--- src/logic/pbc_pkg.sv ---
package pbc_pkg;

	// ----------------------------------------------------------------
	// bus and register map
	// ----------------------------------------------------------------
	localparam int unsigned ADDR_W = 8;
	localparam int unsigned DATA_W = 8;
	localparam logic [7:0] OFF_COUNTER_CONTROL = 8'h05;
	localparam logic [7:0] OFF_CPU_STATUS = 8'h06;
	localparam logic [7:0] OFF_IRQ_STATUS_ENABLE = 8'h07;
	localparam logic [7:0] OFF_COUNT_LOW_BYTE = 8'h0b;
	localparam logic [7:0] OFF_COUNT_HIGH_BYTE = 8'h0c;

	// ----------------------------------------------------------------
	// field positions and reset values
	// ----------------------------------------------------------------
	localparam int unsigned CC_INT_EDGE_BIT = 7;
	localparam int unsigned CC_EXT_EDGE_BIT = 6;
	localparam int unsigned CC_SRC_BIT = 5;
	localparam int unsigned CC_PS_LSB = 1;
	localparam int unsigned CC_PS_W = 4;
	localparam logic [7:0] RST_COUNTER_CONTROL = 8'h00;
	localparam int unsigned CPU_GID_BIT = 4;
	localparam logic RST_GLOBAL_IRQ_DISABLE = 1'b1;
	localparam int unsigned IRQ_OVF_FLAG_BIT = 5;
	localparam int unsigned IRQ_OVF_EN_BIT = 1;
	localparam int unsigned IRQ_EN_W = 4;
	localparam logic [3:0] RST_IRQ_ENABLES = 4'h0;
	localparam logic RST_OVERFLOW_FLAG = 1'b0;

	// ----------------------------------------------------------------
	// timing
	// ----------------------------------------------------------------
	localparam int unsigned CLK_PERIOD_NS = 5;
	localparam int unsigned TOSC_NS = 5;
	localparam int unsigned TOSC_PER_INSTR = 4;
	localparam int unsigned LAT_MIN_TOSC = 3;
	localparam int unsigned LAT_MAX_TOSC = 7;
	localparam int unsigned LAT_MIN_CYC = (LAT_MIN_TOSC * TOSC_NS + CLK_PERIOD_NS - 1) / CLK_PERIOD_NS;
	localparam int unsigned LAT_MAX_CYC = (LAT_MAX_TOSC * TOSC_NS) / CLK_PERIOD_NS;
	localparam int unsigned INSTR_CYC = (TOSC_PER_INSTR * TOSC_NS) / CLK_PERIOD_NS;
	localparam logic [2:0] INHIBIT_CYC = 3'(INSTR_CYC);
	localparam logic [3:0] PS_MAX_CODE = 4'h8;

	typedef enum logic [1:0] {
		PH_Q1,
		PH_Q2,
		PH_Q3,
		PH_Q4
	} pbc_phase_t;

endpackage : pbc_pkg

--- src/logic/pbc_ps_if.sv ---
`timescale 1ns/100ps
interface pbc_ps_if;
	logic src_edge;
	logic clr;
	logic [3:0] sel;
	logic prescaler_output;

	modport ctl (
		output src_edge,
		output clr,
		output sel,
		input prescaler_output
	);

	modport ps (
		input src_edge,
		input clr,
		input sel,
		output prescaler_output
	);
endinterface : pbc_ps_if

--- src/logic/pbc_base_counter16.sv ---
// How it works
// RL1 - an external count passes the prescaler first and only its output is brought onto the internal phases.
// RL2 - the prescaler output is sampled twice per instruction cycle and a change between samples advances the count.
// RL3 - the count moves between three and seven oscillator periods after the chosen pin edge.
// RL4 - the sixteen-bit count is seen as a low and a high byte at separate addresses, one access per cycle.
// RL5 - writing a byte stops that byte from advancing in the next instruction cycle while the other byte runs on.
// RL6 - a write to either count byte clears the prescaler.
// RL7 - software loads sixteen bits by writing low then high back to back with interrupts off.
// RL8 - software reading sixteen bits re-reads both bytes if the low byte wrapped in between.
// RL9 - the prescale setting may change while running, best after clearing the prescaler.
// RL10 - the count bytes have no reset value and keep their contents through any reset.
// RL11 - the control register clears on every reset and its bit 0 reads zero.
// RL12 - source select high counts the instruction clock, low counts the pin on the edge chosen by the edge select.
// RL13 - the four-bit prescale code gives 1:1 up to 1:256 in powers of two, code 0 being 1:1.
// RL14 - the count wraps from all ones to zero and sets the overflow flag, which vectoring clears.
// RL15 - prescale codes above the 1:256 code behave as 1:256.
`timescale 1ns/100ps
module pbc_base_counter16 #(
	parameter int unsigned CNT_W = 16,
	parameter int unsigned PS_W = 8
) (
	input wire logic sys_clk,
	input wire logic rstn,
	input wire logic [7:0] bus_addr,
	input wire logic [7:0] bus_wdata,
	input wire logic bus_wr,
	input wire logic bus_rd,
	output logic [7:0] bus_rdata,
	input wire logic ext_count_pin,
	input wire logic vector_ack,
	output logic overflow_irq,
	output logic overflow_flag,
	output logic global_irq_disable,
	output logic int_pin_edge_sel
);

	if (CNT_W != 16) begin : g_chk_cnt
		$error("pbc_base_counter16: counter must be 16 bits");
	end

	if (PS_W != 8) begin : g_chk_ps
		$error("pbc_base_counter16: prescaler must be 8 bits");
	end

	// the phase counter has exactly four states, one per clock of an instruction cycle
	if (pbc_pkg::INSTR_CYC != 4) begin : g_chk_instr
		$error("pbc_base_counter16: instruction cycle must be four clocks");
	end

	// pin to count takes five or six clocks here, which must sit inside the allowed window
	if (pbc_pkg::LAT_MIN_CYC > 5 || pbc_pkg::LAT_MAX_CYC < 6) begin : g_chk_lat
		$error("pbc_base_counter16: pin to count latency outside the allowed window");
	end

	// ----------------------------------------------------------------
	// reset release
	// ----------------------------------------------------------------
	logic rst_meta_q;
	logic rst_n;

	// every register on rst_n leaves reset on one edge, well clear of the pin release

	always_ff @(posedge sys_clk or negedge rstn) begin
		if (!rstn) begin
			rst_meta_q <= 1'b0;
			rst_n <= 1'b0;
		end else begin
			rst_meta_q <= 1'b1;
			rst_n <= rst_meta_q;
		end
	end

	// ----------------------------------------------------------------
	// instruction phases
	// ----------------------------------------------------------------
	pbc_pkg::pbc_phase_t phase_q;
	logic instr_tick;
	logic sample_now;

	always_ff @(posedge sys_clk or negedge rst_n) begin
		if (!rst_n) begin
			phase_q <= pbc_pkg::PH_Q1;
		end else begin
			unique case (phase_q)
				pbc_pkg::PH_Q1: begin
					phase_q <= pbc_pkg::PH_Q2;
				end
				pbc_pkg::PH_Q2: begin
					phase_q <= pbc_pkg::PH_Q3;
				end
				pbc_pkg::PH_Q3: begin
					phase_q <= pbc_pkg::PH_Q4;
				end
				pbc_pkg::PH_Q4: begin
					phase_q <= pbc_pkg::PH_Q1;
				end
			endcase
		end
	end

	assign instr_tick = (phase_q == pbc_pkg::PH_Q4);
	// two sample points per instruction cycle
	assign sample_now = (phase_q == pbc_pkg::PH_Q2) || (phase_q == pbc_pkg::PH_Q4); // see RL2

	// ----------------------------------------------------------------
	// register decode
	// ----------------------------------------------------------------
	logic wr_cc;
	logic wr_cpu;
	logic wr_irq;
	logic [1:0] wr_byte;

	// full address compare; unmapped writes fall through and change nothing
	assign wr_cc = bus_wr && (bus_addr == pbc_pkg::OFF_COUNTER_CONTROL);
	assign wr_cpu = bus_wr && (bus_addr == pbc_pkg::OFF_CPU_STATUS);
	assign wr_irq = bus_wr && (bus_addr == pbc_pkg::OFF_IRQ_STATUS_ENABLE);
	assign wr_byte[0] = bus_wr && (bus_addr == pbc_pkg::OFF_COUNT_LOW_BYTE); // see RL4
	assign wr_byte[1] = bus_wr && (bus_addr == pbc_pkg::OFF_COUNT_HIGH_BYTE); // see RL4

	// ----------------------------------------------------------------
	// counter control
	// ----------------------------------------------------------------
	logic [7:1] cc_q;
	logic ext_edge_sel;
	logic count_source_sel;
	logic [3:0] prescale_sel;

	always_ff @(posedge sys_clk or negedge rst_n) begin
		if (!rst_n) begin
			cc_q <= pbc_pkg::RST_COUNTER_CONTROL[7:1]; // see RL11
		end else if (wr_cc) begin
			// the setting may change while counting; the prescaler is not cleared by it
			cc_q <= bus_wdata[7:1]; // see RL9
		end
	end

	assign int_pin_edge_sel = cc_q[pbc_pkg::CC_INT_EDGE_BIT];
	assign ext_edge_sel = cc_q[pbc_pkg::CC_EXT_EDGE_BIT];
	assign count_source_sel = cc_q[pbc_pkg::CC_SRC_BIT];
	assign prescale_sel = cc_q[pbc_pkg::CC_PS_LSB +: pbc_pkg::CC_PS_W];

	// ----------------------------------------------------------------
	// cpu status: only the global disable lives here
	// ----------------------------------------------------------------
	logic gid_q;

	always_ff @(posedge sys_clk or negedge rst_n) begin
		if (!rst_n) begin
			gid_q <= pbc_pkg::RST_GLOBAL_IRQ_DISABLE;
		end else if (wr_cpu) begin
			gid_q <= bus_wdata[pbc_pkg::CPU_GID_BIT];
		end
	end

	assign global_irq_disable = gid_q;

	// ----------------------------------------------------------------
	// count source
	// ----------------------------------------------------------------
	logic ext_meta_q;
	logic ext_sync_q;
	logic ext_prev_q;
	logic ext_edge;
	logic src_edge;

	always_ff @(posedge sys_clk or negedge rst_n) begin
		if (!rst_n) begin
			ext_meta_q <= 1'b0;
			ext_sync_q <= 1'b0;
			ext_prev_q <= 1'b0;
		end else begin
			ext_meta_q <= ext_count_pin;
			ext_sync_q <= ext_meta_q;
			ext_prev_q <= ext_sync_q;
		end
	end

	// pin edge choice, then the prescaler; phase alignment happens after it
	always_comb begin
		if (ext_edge_sel) begin
			ext_edge = ext_sync_q && !ext_prev_q; // see RL12
		end else begin
			ext_edge = !ext_sync_q && ext_prev_q; // see RL12
		end
	end

	assign src_edge = count_source_sel ? instr_tick : ext_edge; // see RL12

	// ----------------------------------------------------------------
	// prescaler
	// ----------------------------------------------------------------
	logic cnt_wr_any;

	assign cnt_wr_any = |wr_byte;

	pbc_ps_if ps_bus ();

	assign ps_bus.src_edge = src_edge; // see RL1
	assign ps_bus.clr = cnt_wr_any; // see RL6
	assign ps_bus.sel = prescale_sel;

	pbc_prescaler #(
		.PS_W(PS_W)
	) u_prescaler (
		.sys_clk(sys_clk),
		.rst_n(rst_n),
		.ps(ps_bus)
	);

	// ----------------------------------------------------------------
	// phase alignment of the prescaler output
	// ----------------------------------------------------------------
	logic samp_q;
	logic inc_q;

	always_ff @(posedge sys_clk or negedge rst_n) begin
		if (!rst_n) begin
			samp_q <= 1'b0;
			inc_q <= 1'b0;
		end else if (cnt_wr_any) begin
			// the cleared prescaler reads low; forget the old sample so no false count follows
			samp_q <= 1'b0;
			inc_q <= 1'b0;
		end else if (sample_now) begin
			samp_q <= ps_bus.prescaler_output; // see RL1
			inc_q <= (ps_bus.prescaler_output != samp_q); // see RL2
		end else begin
			inc_q <= 1'b0;
		end
	end

	// ----------------------------------------------------------------
	// count bytes
	// ----------------------------------------------------------------
	// worst path pin to count: two sync stages, edge, prescaler, up to one
	// sample wait, increment, i.e. inside the 3 to 7 period window
	logic [7:0] cnt_q [2];
	logic [2:0] inh_q [2];
	logic [1:0] byte_en;
	logic [1:0] byte_inc;
	logic ovf_evt;

	assign byte_inc[0] = inc_q && byte_en[0]; // see RL3
	// the high byte takes a carry only from a low byte at ff with no inhibit running, even one written in that cycle
	assign byte_inc[1] = inc_q && byte_en[1] && byte_en[0] && (cnt_q[0] == 8'hff);
	assign ovf_evt = byte_inc[1] && (cnt_q[1] == 8'hff); // see RL14

	for (genvar b = 0; b < 2; b++) begin : g_byte
		always_ff @(posedge sys_clk or negedge rst_n) begin
			if (!rst_n) begin
				inh_q[b] <= 3'h0;
			end else if (wr_byte[b]) begin
				inh_q[b] <= pbc_pkg::INHIBIT_CYC; // see RL5
			end else if (inh_q[b] != 3'h0) begin
				inh_q[b] <= inh_q[b] - 3'h1;
			end
		end

		assign byte_en[b] = (inh_q[b] == 3'h0); // see RL5

		// no reset: contents are unknown at power-up and survive later resets
		always_ff @(posedge sys_clk) begin
			if (wr_byte[b]) begin
				cnt_q[b] <= bus_wdata; // see RL10
			end else if (byte_inc[b]) begin
				cnt_q[b] <= cnt_q[b] + 8'h01; // see RL14
			end
		end
	end

	// ----------------------------------------------------------------
	// overflow flag and enables
	// ----------------------------------------------------------------
	logic flag_q;
	logic [3:0] irq_en_q;

	always_ff @(posedge sys_clk or negedge rst_n) begin
		if (!rst_n) begin
			flag_q <= pbc_pkg::RST_OVERFLOW_FLAG;
		end else if (ovf_evt) begin
			// a wrap in the clearing cycle must not be lost
			flag_q <= 1'b1; // see RL14
		end else if (vector_ack) begin
			flag_q <= 1'b0; // see RL14
		end else if (wr_irq) begin
			flag_q <= bus_wdata[pbc_pkg::IRQ_OVF_FLAG_BIT];
		end
	end

	always_ff @(posedge sys_clk or negedge rst_n) begin
		if (!rst_n) begin
			irq_en_q <= pbc_pkg::RST_IRQ_ENABLES;
		end else if (wr_irq) begin
			irq_en_q <= bus_wdata[pbc_pkg::IRQ_EN_W-1:0];
		end
	end

	assign overflow_flag = flag_q;
	assign overflow_irq = flag_q && irq_en_q[pbc_pkg::IRQ_OVF_EN_BIT] && !gid_q; // see RL14

	// ----------------------------------------------------------------
	// read back
	// ----------------------------------------------------------------
	logic [7:0] rdata_d;
	logic [7:0] rdata_q;

	// unmodelled and unimplemented bits read as zero
	always_comb begin
		rdata_d = 8'h00;
		if (bus_rd) begin
			unique case (bus_addr)
				pbc_pkg::OFF_COUNTER_CONTROL: begin
					rdata_d = {cc_q, 1'b0}; // see RL11
				end
				pbc_pkg::OFF_CPU_STATUS: begin
					rdata_d[pbc_pkg::CPU_GID_BIT] = gid_q;
				end
				pbc_pkg::OFF_IRQ_STATUS_ENABLE: begin
					rdata_d[pbc_pkg::IRQ_OVF_FLAG_BIT] = flag_q;
					rdata_d[pbc_pkg::IRQ_EN_W-1:0] = irq_en_q;
				end
				pbc_pkg::OFF_COUNT_LOW_BYTE: begin
					rdata_d = cnt_q[0]; // see RL4
				end
				pbc_pkg::OFF_COUNT_HIGH_BYTE: begin
					rdata_d = cnt_q[1]; // see RL4
				end
				default: begin
					rdata_d = 8'h00;
				end
			endcase
		end
	end

	// data only in the cycle after the read strobe, zero otherwise
	always_ff @(posedge sys_clk or negedge rst_n) begin
		if (!rst_n) begin
			rdata_q <= 8'h00;
		end else begin
			rdata_q <= rdata_d;
		end
	end

	assign bus_rdata = rdata_q;

endmodule : pbc_base_counter16

--- src/logic/pbc_prescaler.sv ---
`timescale 1ns/100ps
module pbc_prescaler #(
	parameter int unsigned PS_W = 8
) (
	input wire logic sys_clk,
	input wire logic rst_n,
	pbc_ps_if.ps ps
);

	if (PS_W != 8) begin : g_chk
		$error("pbc_prescaler: prescaler must be 8 bits wide");
	end

	// one extra stage so that code 8 still gives one output change per 256 edges
	logic [PS_W:0] cnt_q;
	logic [3:0] code;

	always_ff @(posedge sys_clk or negedge rst_n) begin
		if (!rst_n) begin
			cnt_q <= '0;
		end else if (ps.clr) begin
			cnt_q <= '0; // see RL6
		end else if (ps.src_edge) begin
			cnt_q <= cnt_q + 1'b1;
		end
	end

	// every output change is one count, so stage k divides by 2**k
	always_comb begin
		if (ps.sel > pbc_pkg::PS_MAX_CODE) begin
			code = pbc_pkg::PS_MAX_CODE; // see RL15
		end else begin
			code = ps.sel; // see RL13
		end
	end

	assign ps.prescaler_output = cnt_q[code];

endmodule : pbc_prescaler

--- config.mk ---
export PLATFORM = sky130hd
export DESIGN_NAME = pbc_base_counter16
export DESIGN_NICKNAME = d
export VERILOG_FILES = /design/src/logic/pbc_pkg.sv /design/src/logic/pbc_ps_if.sv /design/src/logic/pbc_base_counter16.sv /design/src/logic/pbc_prescaler.sv
export SDC_FILE = /design/constraint.sdc
export NUM_CORES = 1
export LEC_CHECK = 0
export BUFFER_PORTS_ARGS = -buffer_cell sky130_fd_sc_hd__buf_4
export CELL_PAD_IN_SITES_DETAIL_PLACEMENT = 1
export CELL_PAD_IN_SITES_GLOBAL_PLACEMENT = 1
export CORE_MARGIN = 1.5
export CORE_UTILIZATION = 42
export CTS_CLUSTER_SIZE = 16
export DETAILED_ROUTE_END_ITERATION = 16
export PLACE_DENSITY = 0.85
export SYNTH_ARGS = -nofsm -noshare
export SYNTH_HDL_FRONTEND = slang
export SYNTH_SLANG_ARGS = --single-unit
--- constraint.sdc ---
create_clock -name sys_clk -period 1.28 [get_ports sys_clk]
set_input_delay 0.192 -clock sys_clk [delete_from_list [all_inputs] [get_ports sys_clk]]
set_output_delay 0.192 -clock sys_clk [all_outputs]
set_load 0.05 [all_outputs]
== After elaboration in Yosys (flattened, before gate mapping) ==
Memory sizes are Yosys's and may differ from the RTL's.
Index checks and enable logic that the tools add are counted.

* Register bits: 45
* RAM bits: 16
* Bits of input ports: 22
* Output and inout port bits: 12
* Logic and storage cells: 102
* Memories: 1

* Add/sub/neg operators: 5
* Order comparisons: 2
* Equality and inequality tests: 11
* Muxes and demuxes: 36
* Bitwise logic cells: 2
* Reductions and logical operators: 29

{| class="wikitable"
|+ Memories
! memory !! words !! bits a word !! rd ports !! clocked after memory_dff !! write ports !! line !! text
|-
| cnt_q || 2 || 8 || 2 || 0 || 2 || pbc_base_counter16.sv:237 || <nowiki>logic [7:0] cnt_q [2];</nowiki>
|}

{| class="wikitable"
|+ Operator list
! cell !! count
|-
| $eq 8x3->1 const B || 3
|-
| $mux 8 || 3
|-
| $mux 1 || 20
|-
| $mux 9 || 2
|-
| $add 8x1->8 const B || 2
|-
| $eq 8x4->1 const B || 2
|-
| $eq 8x8->1 const B || 2
|-
| $pmux 4 s4 || 1
|-
| $logic_and 1x1->1 || 14
|-
| $mux 3 || 4
|-
| $add 9x1->9 const B || 1
|-
| $reduce_bool 3->1 || 3
|-
| $pmux 1 s4 || 2
|-
| $pmux 2 s4 || 1
|-
| $reduce_bool 2->1 || 4
|-
| $logic_not 3->1 || 2
|-
| $pmux 2 s3 || 1
|-
| $sub 3x1->3 const B || 2
|-
| $lt 4x5->1 const B || 1
|-
| $bmux 1 s4 || 1
|-
| $eq 2x2->1 const B || 2
|-
| $gt 4x4->1 const B || 1
|-
| $mux 4 || 1
|-
| $logic_not 1->1 || 3
|-
| other kinds (6) || 7
|}

== Logic depth before layout (Yosys ltp) ==
* Depth after elaboration: 8
* Gate-level depth with buffers: 7
* Depth with buffers taken out: 6

== Cells and area by module ==
From an unflattened synthesis, not the netlist that was laid out.

* Cell total of the unflattened synthesis: 298
* Area, all modules: 3270.6 sq um

{| class="wikitable"
|+ By module, submodules not included
! module !! times used !! cells each !! area each (sq um) !! sequential area each (sq um)
|-
| pbc_base_counter16 || 1 || 248 || 2753.9 || 1382.6
|-
| pbc_prescaler || 1 || 50 || 516.7 || 225.2
|}

== Least setup slack after synthesis ==
OpenSTA, ideal clock, no wires.

* Kind: in2reg
* Start point: input port bus_addr[5]
* End point: register irq_en_q[1]
* Library setup time: 0.125 ns
* Arrival time: 1.770 ns
* Required time: 1.155 ns
* Path slack: -0.615 ns
* Cell stages on the path: 5
* Path buffers: 2
* Path through: or4_1 > buf_2 > or4_4 > buf_6 > mux2_4

* Cells in the longest elaborated chain, start to end: 2

{| class="wikitable"
|+ Ends and longest elaborated chain
! what !! line !! text
|-
| start: declaration || pbc_base_counter16.sv:24 || <nowiki>input wire logic [7:0] bus_addr,</nowiki>
|-
| $eq 8x3->1 || pbc_base_counter16.sv:116 || <nowiki>assign wr_irq = bus_wr && (bus_addr == pbc_pkg::OFF_IRQ_STATUS_ENABLE);</nowiki>
|-
| $logic_and 1x1->1 || pbc_base_counter16.sv:116 ||
|-
| end signal: assignment || pbc_base_counter16.sv:292 || <nowiki>irq_en_q <= pbc_pkg::RST_IRQ_ENABLES;</nowiki>
|-
| end signal: assignment || pbc_base_counter16.sv:294 || <nowiki>irq_en_q <= bus_wdata[pbc_pkg::IRQ_EN_W-1:0];</nowiki>
|-
| end: declaration || pbc_base_counter16.sv:275 || <nowiki>logic [3:0] irq_en_q;</nowiki>
|}

Every way passes these cells.
A chain may end at the register's enable or synchronous reset.

==> summary.md <==
| Metric | Value |
|---|---|
| Power Dens Cells | `~1400 nW/µm²` |
| Clock period minus final worst setup slack | `between 2 and 2.5 ns` |
| Req. time, crit path | `1.39 ns` |
| Most frequent cells in the layout | `buf_4 (123), dfrtp_1 (41), buf_6 (23)` |
| Die area | `just over 8000 µm²` |
| CTS tree | `built` |
| Via count | `3621` |
| Synth Flop Type | `dfrtp_1` |
| Vias per cell | `6.48` |
| Lkg Pwr | `2.29 nW` |
| Post-synth EDFFs | `16` |
| Vias in the first global route | `between 3000 and 4000` |
| Fmax | `0.483 GHz` |
| Kind of critical path | `flop to flop` |
| Period Utilization, post-route | `162%` |
| NumNets Final | `488` |
| Max Cap Viol | `0` |
| CP Launch Point | `inh_q[4]` |
| Post-Syn Nets | `335` |
| HP Start | `vector_ack` |
| Setup-failing EPs final | `68` |
| Top-area cell type share of the netlist area | `33.9%` |
| Grt met2 use | `62.7%` |
| Worst hold path class | `primary input to flop` |
| CORE AREA | `7370 µm²` |
| Total GRT Usage | `roughly 36%` |
| Proportion of layout cells with a drive suffix above 1 | `57.2%` |
| Synthesized instance count | `around 300` |
| Hold violation count in the final report | `0` |
| Worst-Skew Late Latency | `roughly 0.37 ns` |
| Clk sinks | `61` |
| Worst-case clock buffer depth | `2` |
| Port-buffer cells | `33` |
| CP Max Fanout | `6` |
| Row count | `31` |
| I/O Pins | `34` |
| Diode count | `0` |
| H-Tree Depth | `3` |
| Reg clk slew, reported paths | `0.08 ns` |
| Clock share of power | `between 20% and 30%` |
| Area post-placement | `~4300 µm²` |
| Run status | `finished with violations` |
| GR Util met3 | `7.66%` |
| Die Y | `between 90 and 100 µm` |
| Initial Utilization | `between 40% and 50%` |
| Switching power share of the total | `around 38%` |
| Filler cell count in the final layout | `743` |
| Combinational share of power | `40.2%` |
| Top cells by area, synth | `dfrtp_1 (34%), edfxtp_1 (15%), ha_1 (4.2%)` |
| Reg power frac | `36.4%` |
| Max_slew headroom | `56.1%` |
| Area Overhead vs Synth | `60.6%` |
| Skew final | `~0.020 ns` |
| Drt total wl | `around 18000 µm` |
| Power Total | `approximately 7.4 mW` |
| Worst-Margin Slew | `between 0.6 and 0.7 ns` |
| DRT antenna net count | `0` |
| DR iter-0 viols | `about 330` |
| GPL Wtd Cong | `approximately 0.85` |
| Peak VDD IR | `a little over 1 mV` |
| Failing checks | `setup timing` |
| Psw | `between 2 and 3 mW` |
| Asr flop ratio synth | `roughly 74%` |
| Critical Path AT | `between 2 and 2.5 ns` |
| Internal | `around 4.6 mW` |
| RR Startpoint | `inh_q[4]` |
| FF+latch count, synth | `a little over 60` |
| Total gr overflow | `0` |
| Synth Area per Inst | `10.7 µm²` |
| Ys Warns | `0` |
| Antenna violations before repair | `0` |
| Total CTS buffers | `9` |
| Final setup margin | `-0.789 ns` |
| Crit start category | `flop` |
| First-pass GRT wire length | `around 22000 µm` |
| Drt pass-1 iters | `6` |
| Most common cell after layout, fill and taps aside | `buf_4` |
| Largest net degree at the start of global routing | `between 40 and 50` |
| Yosys top cell by area | `dfrtp_1` |
| Die W | `~90 µm` |
| Dpl hpwl | `8250 µm` |
| Max-slew violations | `0` |
| Seq/Total Area, Yosys | `between 40% and 50%` |
| WL per Instance | `about 32 µm` |
| Remaining DRCs | `0` |
| Mapped Area | `around 3200 µm²` |
| GRT Max-Usage Layer | `met2` |
| Final Cell Area | `around 5200 µm²` |
| Root Driver | `clkbuf_8` |
| RSZ-0062 raised after global routing | `true` |
| Met1 usage | `41.9%` |
| CP Capture Type | `flop` |
| Synth cell types | `51` |
[power by group through the flow]
stage	clock network [mW]	logic (mW)	registers, mW
after floorplan	0	0.896	2.63
final	1.74	2.99	2.70
after CTS	1.68	2.20	2.59
after global routing	1.81	3.08	2.70
after global placement	0	1.72	2.56
after detailed placement	0	1.89	2.61
[metal layers]
layer	wire (µm)	part of all wire, %
met3	1560	8.8
met4	1370	7.8
met1	6210	35
met5	0	0
met2	8500	48
[timing repair]
action                                  CTS  global route
hold buffers                              2             0
endpoints found under the setup margin   64            70
pin swaps                                25            29
resized for setup                        66            56
endpoints found under the hold margin     3             0
gates cloned                              2             0
buffers inserted                         18            19
[cell type report]
type	instances	area, µm²	share of cell area (%)
clock buffers	15	176	3.38
clock inverters	1	5.00	0.0960
inverters	8	30.0	0.576
multi-input cells	224	2010	38.6
flip-flops and latches	61	1610	30.9
well taps	99	124	2.38
repair buffers	151	1250	24.0
[per-stage QoR]
step	TNS, ns	hold slack [ns]	std cells	util, %	setup WS, ns
after floorplan	-18.16	-0.104	302	-	-0.609
after global placement	-28.74	-0.0257	506	58.1	-0.597
after detailed placement	-33.16	-0.0232	506	58.1	-0.774
after CTS	-21.49	0.0259	543	65.9	-0.677
after global routing	-28.77	0.0247	559	70.7	-0.803
final	-28.35	0.0297	559	70.7	-0.789
[cells by family after synthesis]
kind of cell	share of synthesized area [%]
compound gates	12.9
xor+xnor	4.05
fa+ha+maj	4.24
buf+inv	2.66
flops	49.5
mux	8.79
other cells	0.116
simple gates	17.7
[flip-flops by register name, summed over array words and instances, names as in the netlist, 2 cells and up]
register and count:
cnt_q 16, u_prescaler.cnt_q 9, bus_rdata 8, cc_q 7, inh_q 6, irq_en_q 4
phase_q 2
[cells in the mapped netlist, drive strengths merged (8+ instances only)]
master  number
nand2       22
mux2        15
edfxtp      16
inv          8
xnor2       11
o21ai       25
nor2        20
nand3       13
ha          11
dfrtp       44
a21oi       15
[critical path, stage by stage (launching register included)]
cell	delay, ns
dfrtp_1	0.40
inv_2	0.10
ha_4	0.16
nand3b_1	0.19
or4_4	0.65
o21ai_2	0.20
o21ai_1	0.11
[final timing paths]
check	end	slack [ns]	cells after the start
max	cnt_q[1][6]	-0.79	6
min	overflow_flag	0.03	2
max reg2reg	cnt_q[1][6]	-0.79	6
min reg2reg	phase_q[0]	0.23	1
max in group asynchronous	global_irq_disable	0.78	1
min in group asynchronous	rst_n	0.20	2
No activity file was read; power rests on OpenSTA's default activity.
